File: src/logic/bbt_pkg.sv
// Package of constants for the Billboard detach timer B block.
`default_nettype none
package bbt_pkg;
    localparam logic [15:0] ADDR_TMR_LO = 16'h413e;
    localparam logic [15:0] ADDR_TMR_HI = 16'h413f;
    localparam logic [15:0] ADDR_CTRL = 16'h4180;
    localparam logic [15:0] ADDR_STAT = 16'h4181;
    localparam logic [15:0] ADDR_DESC_BASE = 16'h4140;
    localparam int DESC_LEN = 48;
    localparam logic [7:0] TMR_LO_RST = 8'hd0;
    localparam logic [7:0] TMR_HI_RST = 8'h07;
    localparam int CLK_HZ = 100_000_000;
    localparam int TICK_MS = 10;
    localparam int TICK_CYC = CLK_HZ / 1000 * TICK_MS;
    localparam int DET_MS = 1;
    localparam int DET_CYC = CLK_HZ / 1000 * DET_MS;
    localparam int STAT_RUN_BIT = 0;
    localparam int STAT_BB_BIT = 1;
    localparam int STAT_DET_BIT = 2;
    localparam int CTRL_EN_BIT = 0;
    localparam logic [7:0] CTRL_RST = 8'h01;
    localparam int IDX_NUM_ALT = 4;
    localparam int IDX_VCONN1 = 7;
    localparam int IDX_URL = 3;
    localparam int IDX_VER0 = 40;
    localparam int IDX_VER1 = 41;
    localparam int IDX_SVID1 = 45;
    localparam logic [7:0] DEF_NUM_ALT = 8'h01;
    localparam logic [7:0] DEF_VCONN1 = 8'h80;
    localparam logic [7:0] DEF_URL = 8'h01;
    localparam logic [7:0] DEF_VER0 = 8'h10;
    localparam logic [7:0] DEF_VER1 = 8'h01;
    localparam logic [7:0] DEF_SVID1 = 8'hff;
    typedef enum logic [3:0] {
        BBT_BILLBOARD = 4'b0001,
        BBT_RUNNING = 4'b0010,
        BBT_DETACH = 4'b0100,
        BBT_VENDOR = 4'b1000
    } bbt_state_t;
endpackage
`default_nettype wire

File: src/logic/bbt_top.sv
// Detach timer B and configurable descriptor store of the internal Billboard function.
`timescale 1ns/10ps
`default_nettype none
// Notes on behaviour
// Timer B starts counting when the host requests the alternate-mode string.
// When timer B elapses the function detaches by itself and comes back as vendor device.
// The timeout counts in 10 ms steps and its high byte lives at the upper timer offset.
// The timeout defaults to 2000 counts, which is twenty seconds.
// The alternate-mode string and additional-info URL contents are configurable.
// Capability fields default to one mode, preferred zero, zero status, version 1.10, id 00h FFh.
// The alternate-mode string is served while connected in Billboard mode; a request in the idle state starts the timer if the enable bit is set.
// After the forced detach the function reconnects with its standard descriptors.
module bbt_top #(
    parameter int TICK_CYCLES = bbt_pkg::TICK_CYC,
    parameter int DETACH_CYCLES = bbt_pkg::DET_CYC
) (
    input wire logic clk_sys,
    input wire logic rst_n,
    input wire logic [15:0] reg_addr,
    input wire logic [7:0] reg_wdata,
    input wire logic reg_wr,
    input wire logic reg_rd,
    output logic [7:0] reg_rdata,
    input wire logic alt_string_req,
    output logic alt_string_ack,
    output logic func_connect,
    output logic billboard_mode
);
    ////////////////////////////////////////////////////////////////////////////////
    typedef struct packed {
        bbt_pkg::bbt_state_t state;
        logic [7:0] tmr_lo;
        logic [7:0] tmr_hi;
        logic [7:0] ctrl;
        logic [15:0] remain;
        logic [23:0] tick;
        logic [23:0] det;
        logic [7:0] rdata;
        logic ack;
        logic conn;
        logic bb;
    } bbt_regs_t;

    bbt_regs_t r;
    bbt_regs_t next_r;
    logic [7:0] desc [bbt_pkg::DESC_LEN];
    logic [7:0] desc_rd;
    logic desc_hit;
    logic [15:0] desc_off;

    assign desc_off = reg_addr - bbt_pkg::ADDR_DESC_BASE;
    assign desc_hit = (reg_addr >= bbt_pkg::ADDR_DESC_BASE) &&
                      (desc_off < 16'(bbt_pkg::DESC_LEN));

    ////////////////////////////////////////////////////////////////////////////////
    // Descriptor bytes sit in a plain array so software can rewrite them before enumeration.
    always_ff @(posedge clk_sys or negedge rst_n) begin
        if (!rst_n) begin
            for (int i = 0; i < bbt_pkg::DESC_LEN; i++) begin
                desc[i] <= 8'h00;
            end
            desc[bbt_pkg::IDX_NUM_ALT] <= bbt_pkg::DEF_NUM_ALT;
            desc[bbt_pkg::IDX_VCONN1] <= bbt_pkg::DEF_VCONN1;
            desc[bbt_pkg::IDX_URL] <= bbt_pkg::DEF_URL;
            desc[bbt_pkg::IDX_VER0] <= bbt_pkg::DEF_VER0;
            desc[bbt_pkg::IDX_VER1] <= bbt_pkg::DEF_VER1;
            desc[bbt_pkg::IDX_SVID1] <= bbt_pkg::DEF_SVID1;
        end else if (reg_wr && desc_hit) begin
            desc[desc_off[5:0]] <= reg_wdata;
        end
    end

    assign desc_rd = desc[desc_off[5:0]];

    ////////////////////////////////////////////////////////////////////////////////
    always_comb begin
        next_r = r;
        next_r.ack = 1'b0;
        next_r.rdata = 8'h00;
        if (reg_wr) begin
            if (reg_addr == bbt_pkg::ADDR_TMR_LO) begin
                next_r.tmr_lo = reg_wdata;
            end else if (reg_addr == bbt_pkg::ADDR_TMR_HI) begin
                next_r.tmr_hi = reg_wdata;
            end else if (reg_addr == bbt_pkg::ADDR_CTRL) begin
                next_r.ctrl = reg_wdata;
            end
        end
        if (reg_rd) begin
            if (reg_addr == bbt_pkg::ADDR_TMR_LO) begin
                next_r.rdata = r.tmr_lo;
            end else if (reg_addr == bbt_pkg::ADDR_TMR_HI) begin
                next_r.rdata = r.tmr_hi;
            end else if (reg_addr == bbt_pkg::ADDR_CTRL) begin
                next_r.rdata = r.ctrl;
            end else if (reg_addr == bbt_pkg::ADDR_STAT) begin
                next_r.rdata[bbt_pkg::STAT_RUN_BIT] = (r.state == bbt_pkg::BBT_RUNNING);
                next_r.rdata[bbt_pkg::STAT_BB_BIT] = r.bb;
                next_r.rdata[bbt_pkg::STAT_DET_BIT] = (r.state == bbt_pkg::BBT_DETACH);
            end else if (desc_hit) begin
                next_r.rdata = desc_rd;
            end
        end
        // The string is answered in Billboard mode while connected, including while the timer runs, but not during the detach.
        if (alt_string_req && r.bb && r.conn) begin
            next_r.ack = 1'b1;
        end
        case (r.state)
            bbt_pkg::BBT_BILLBOARD: begin
                if (alt_string_req && r.ctrl[bbt_pkg::CTRL_EN_BIT]) begin
                    next_r.state = bbt_pkg::BBT_RUNNING;
                    next_r.remain = {r.tmr_hi, r.tmr_lo};
                    next_r.tick = 24'h000000;
                end
            end
            bbt_pkg::BBT_RUNNING: begin
                // Repeated requests do not restart; the first one sets the deadline.
                if (r.remain == 16'h0000) begin
                    next_r.state = bbt_pkg::BBT_DETACH;
                    next_r.conn = 1'b0;
                    next_r.det = 24'h000000;
                end else if (r.tick == 24'(TICK_CYCLES - 1)) begin
                    next_r.tick = 24'h000000;
                    next_r.remain = r.remain - 16'h0001;
                end else begin
                    next_r.tick = r.tick + 24'h000001;
                end
            end
            bbt_pkg::BBT_DETACH: begin
                if (r.det == 24'(DETACH_CYCLES - 1)) begin
                    next_r.state = bbt_pkg::BBT_VENDOR;
                    next_r.conn = 1'b1;
                    next_r.bb = 1'b0;
                end else begin
                    next_r.det = r.det + 24'h000001;
                end
            end
            bbt_pkg::BBT_VENDOR: begin
                next_r.bb = 1'b0;
            end
            default: begin
                next_r.state = bbt_pkg::BBT_BILLBOARD;
            end
        endcase
    end

    always_ff @(posedge clk_sys or negedge rst_n) begin
        if (!rst_n) begin
            r.state <= bbt_pkg::BBT_BILLBOARD;
            r.tmr_lo <= bbt_pkg::TMR_LO_RST;
            r.tmr_hi <= bbt_pkg::TMR_HI_RST;
            r.ctrl <= bbt_pkg::CTRL_RST;
            r.remain <= 16'h0000;
            r.tick <= 24'h000000;
            r.det <= 24'h000000;
            r.rdata <= 8'h00;
            r.ack <= 1'b0;
            r.conn <= 1'b1;
            r.bb <= 1'b1;
        end else begin
            r <= next_r;
        end
    end

    assign reg_rdata = r.rdata;
    assign alt_string_ack = r.ack;
    assign func_connect = r.conn;
    assign billboard_mode = r.bb;

    ////////////////////////////////////////////////////////////////////////////////
    property p_start;
        @(posedge clk_sys) disable iff (!rst_n)
        (r.state == bbt_pkg::BBT_BILLBOARD && alt_string_req && r.ctrl[bbt_pkg::CTRL_EN_BIT])
        |=> (r.state == bbt_pkg::BBT_RUNNING) && (r.remain == $past({r.tmr_hi, r.tmr_lo}));
    endproperty
    a_start: assert property (p_start) else $error("timer did not start on string request");

    property p_expire;
        @(posedge clk_sys) disable iff (!rst_n)
        (r.state == bbt_pkg::BBT_RUNNING && r.remain == 16'h0000) |=> !func_connect;
    endproperty
    a_expire: assert property (p_expire) else $error("no detach at timeout");

    property p_tick;
        @(posedge clk_sys) disable iff (!rst_n)
        (r.state == bbt_pkg::BBT_RUNNING && $past(r.state) == bbt_pkg::BBT_RUNNING
         && $changed(r.remain)) |-> $past(r.tick) == 24'(TICK_CYCLES - 1);
    endproperty
    a_tick: assert property (p_tick) else $error("count step not one tick");

    property p_dec;
        @(posedge clk_sys) disable iff (!rst_n)
        (r.state == bbt_pkg::BBT_RUNNING && $past(r.state) == bbt_pkg::BBT_RUNNING
         && $changed(r.remain)) |-> r.remain == $past(r.remain) - 16'h0001;
    endproperty
    a_dec: assert property (p_dec) else $error("count did not drop by one");

    property p_default;
        @(posedge clk_sys) $rose(rst_n) |->
            {r.tmr_hi, r.tmr_lo} == {bbt_pkg::TMR_HI_RST, bbt_pkg::TMR_LO_RST};
    endproperty
    a_default: assert property (p_default) else $error("timeout default wrong");

    property p_ack;
        @(posedge clk_sys) disable iff (!rst_n)
        (alt_string_req && billboard_mode && func_connect) |=> alt_string_ack;
    endproperty
    a_ack: assert property (p_ack) else $error("string request not answered");

    property p_reattach;
        @(posedge clk_sys) disable iff (!rst_n)
        $rose(func_connect) |-> !billboard_mode;
    endproperty
    a_reattach: assert property (p_reattach) else $error("reconnect still billboard");

    property p_wr_desc;
        @(posedge clk_sys) disable iff (!rst_n)
        (reg_wr && desc_hit) |=> desc[$past(desc_off[5:0])] == $past(reg_wdata);
    endproperty
    a_wr_desc: assert property (p_wr_desc) else $error("descriptor write lost");

    property p_vendor_stays;
        @(posedge clk_sys) disable iff (!rst_n)
        (r.state == bbt_pkg::BBT_VENDOR) |=> (r.state == bbt_pkg::BBT_VENDOR) && func_connect;
    endproperty
    a_vendor_stays: assert property (p_vendor_stays) else $error("vendor state left");

    c_start: cover property (@(posedge clk_sys) r.state == bbt_pkg::BBT_RUNNING);
    c_detach: cover property (@(posedge clk_sys) $fell(func_connect));
    c_vendor: cover property (@(posedge clk_sys) r.state == bbt_pkg::BBT_VENDOR);
    c_ack: cover property (@(posedge clk_sys) alt_string_ack);
endmodule // bbt_top
`default_nettype wire

File: config.mk
export PLATFORM = sky130hd
export DESIGN_NAME = bbt_top
export DESIGN_NICKNAME = d
export VERILOG_FILES = /design/src/logic/bbt_pkg.sv /design/src/logic/bbt_top.sv
export SDC_FILE = /design/constraint.sdc
export NUM_CORES = 1
export LEC_CHECK = 0
export BUFFER_PORTS_ARGS = -buffer_cell sky130_fd_sc_hd__buf_2
export CAP_MARGIN = 20
export CORE_UTILIZATION = 55
export CTS_CLUSTER_DIAMETER = 50
export DETAILED_ROUTE_END_ITERATION = 8
export PLACE_DENSITY = 0.71
export SLEW_MARGIN = 20
export SYNTH_ARGS = -nofsm -noshare
export SYNTH_HDL_FRONTEND = slang
export SYNTH_SLANG_ARGS = --single-unit
export TNS_END_PERCENT = 10
File: constraint.sdc
create_clock -name clk_sys -period 4.5 [get_ports clk_sys]
set_input_delay 0.45 -clock clk_sys [delete_from_list [all_inputs] [get_ports clk_sys]]
set_output_delay 0.45 -clock clk_sys [all_outputs]
set_load 0.005 [all_outputs]
==> impl_metrics.ini <==
[clock_network]
htree_levels = 2
tritoncts = built
cts_root_buf = clkbuf_16
cts.sinks = 487
hold_buffers = 1
cts_resized = 0
clkLatencyLatePin_ps = 600
clk_pin_slew_ps = 60
post_cts.repair.setup_buffers = 0
clk_path_buf_depth = 3
numCtsBuffers = 52

[global_route]
antenna_found_initial = 1
grt_pass1_vias = 16200
grt_usage_pct = 30.1
grt_max_degree = 137
grt_pass1_wl_mm = 99.6
grt_overflow_total = 0

[setup_path]
worstSetupStartpointType = input pin
crit_fanout = 37
worstSetupEndpointType = flip-flop
r2r_end = r[70]
crit_required_ps = 4960
cp.arrival_ps = 3860
r2r-start = r[59]
r2r_slack_ps = 1170
crit_type = in -> reg
setup.worst_path.end = reg_rdata[4]
crit_start = reg_addr[2]
reg2reg_depth = 9

[synthesis]
synth_edf_count = 0
ys_warn_count = 0
synth_area_leader_cell = dfrtp_1
synth_area_leaders = dfrtp_1 50%, mux2_2 22%, dfstp_2 2.6%
synth_most_common_cell = dfrtp_1
ys_seq_area_share_pct = 52.7
synth_commonest_cells = 464 x dfrtp_1, 445 x mux2_2, 95 x o21ai_0
netlist_area_um2 = 23200
syn_avg_cell_area_um2 = 12.3
ys_seq_elements = 487
ys_types = 71
synth_flop_cell = dfrtp_1
synth_cells = 1886
syn_nets = 1918
synth_top_area_share_pct = 50.1
async_reset_ff_share_pct = 100

[route]
num_vias = 16300
routed_via_density = 6.60
antenna_left = 0
routed_wl_mm = 64.0
drc = 0
dr.pass1.iters = 6
wl_per_cell_um = 26.0
drt_iter0_markers = 1763

[floorplanning]
start_util_pct = 56.3
ioPinCount = 40
core_region_area_um2 = 41200
dieArea_um2 = 43000
die_w_um = 207
die_h_um = 207
rows = 74

[layout]
multi_input_comb_area_um2 = 10300
fin_nets = 1920
area_delta_synth_final_pct = 11.4
seqCellArea_um2 = 12200
design_area_um2 = 25800
fill_cells = 3117
layout-drive-gt1-share_pct = 36.7

[power]
power.density_nw_per_um2 = 378
finalPower_w = 0.00977
p_leak_nw = 12.0
peakVddDrop_mv = 0.293

[sta]
fin_skew_ps = 27.2
hold_viol = 0
max_freq_mhz = 294
finalSetupTns_ps = 0
hold_ws_ps = 138
fin_crit_sh_pct = 75.5
tightest_slew_ps = 1170
min_period_ps = 3400
slew_headroom_pct = 21.8
rsz0062_at_grt = false
report.final.slew_viol_count = 0
final-setup-viol-count = 0
fin_ws_ps = 1100

[placement]
dpl_cell_area_um2 = 23800
dpl.hpwl_mm = 40.7
pre_cts_slack_ps = 718
port_buffers = 39
gp_congestion = 0.957

[min_path]
hold_path.class = in -> reg

[flow_run]
max-cap-violations = 0

[outcome]
status = finished, final reports clean
worst min path at each step:
stage                         from  slack (ps)             end  cells after the start
floorplan                    rst_n         150  alt_string_ack                      0
global placement             r[40]         460           r[40]                      1
detailed placement           r[40]         470           r[40]                      1
CTS                 alt_string_req         110  alt_string_ack                      2
global route        alt_string_req         150  alt_string_ack                      2
finish              alt_string_req         140  alt_string_ack                      2
critical path, stage by stage:
cell and delay, ps:
buf_4 430, buf_4 390, nor2b_1 630, nand2b_1 690, o211ai_1 540, a21oi_1 110, o21ai_0 240, a221o_1 250
a21oi_1 110
logic make-up after synthesis:
kind of cell / after synthesis / share of synthesized area (%)
AOI/OAI and AO/OA: 345 / 9.88
xor gates and xnor gates: 22 / 0.831
and+or+nand+nor: 375 / 8.53
buffers and inverters: 144 / 2.75
adders and majority gates: 3 / 0.162
muxes: 510 / 25.2
DFF: 487 / 52.7
where the power goes:
group	internal, W	switching, W	total [W]
registers	0.00438	0.000000592	0.00438
clock network	0.00308	0.00183	0.00490
logic	0.000109	0.000372	0.000482
layout by cell type (no fill, tap or decap), types with 17 or more instances in the layout:
master	n
mux2i_1	51
a21oi_1	54
buf_2	32
inv_1	17
nor2_2	50
buf_4	36
dfstp_2	23
nand3_1	33
nor2_1	90
a22oi_1	17
nor3_1	18
and3_1	19
o21ai_0	94
mux2_2	445
nor2b_1	20
o221ai_1	21
dfrtp_1	464
nand2_1	62
clkbuf_16	54
nand2b_1	25
o22ai_1	44
flip-flops by register name, indices dropped and copies added (netlist names):
register	cells
desc	384
r	92
reg_rdata	8
alt_string_ack	1
billboard_mode	1
func_connect	1
area by class of cell:
class / count / area share [%]
diodes: 1 / 0.00968
inverters: 17 / 0.247
clock buffers: 73 / 5.93
well taps: 532 / 2.58
clock inverters: 25 / 1.78
multi-input cells: 1255 / 40.0
flip-flops and latches: 487 / 47.3
repair buffers: 75 / 2.15
through the flow:
step                instances  util (%)
finish                   2465      62.7
global route             2464      62.7
CTS                      2463      62.6
detailed placement       2364      57.8
global placement         2364      57.8
floorplan                1886         -
metal layers:
metal	share of wire (%)	vias to the layer above	global-route usage (%)
met1	43	8411	42.3
met2	45	739	45.5
met5	0	-	0
met4	3.4	0	10.2
met3	8.8	169	7.76
li1	-	6948	-
Note: power is estimated with default switching activity, not from simulation.
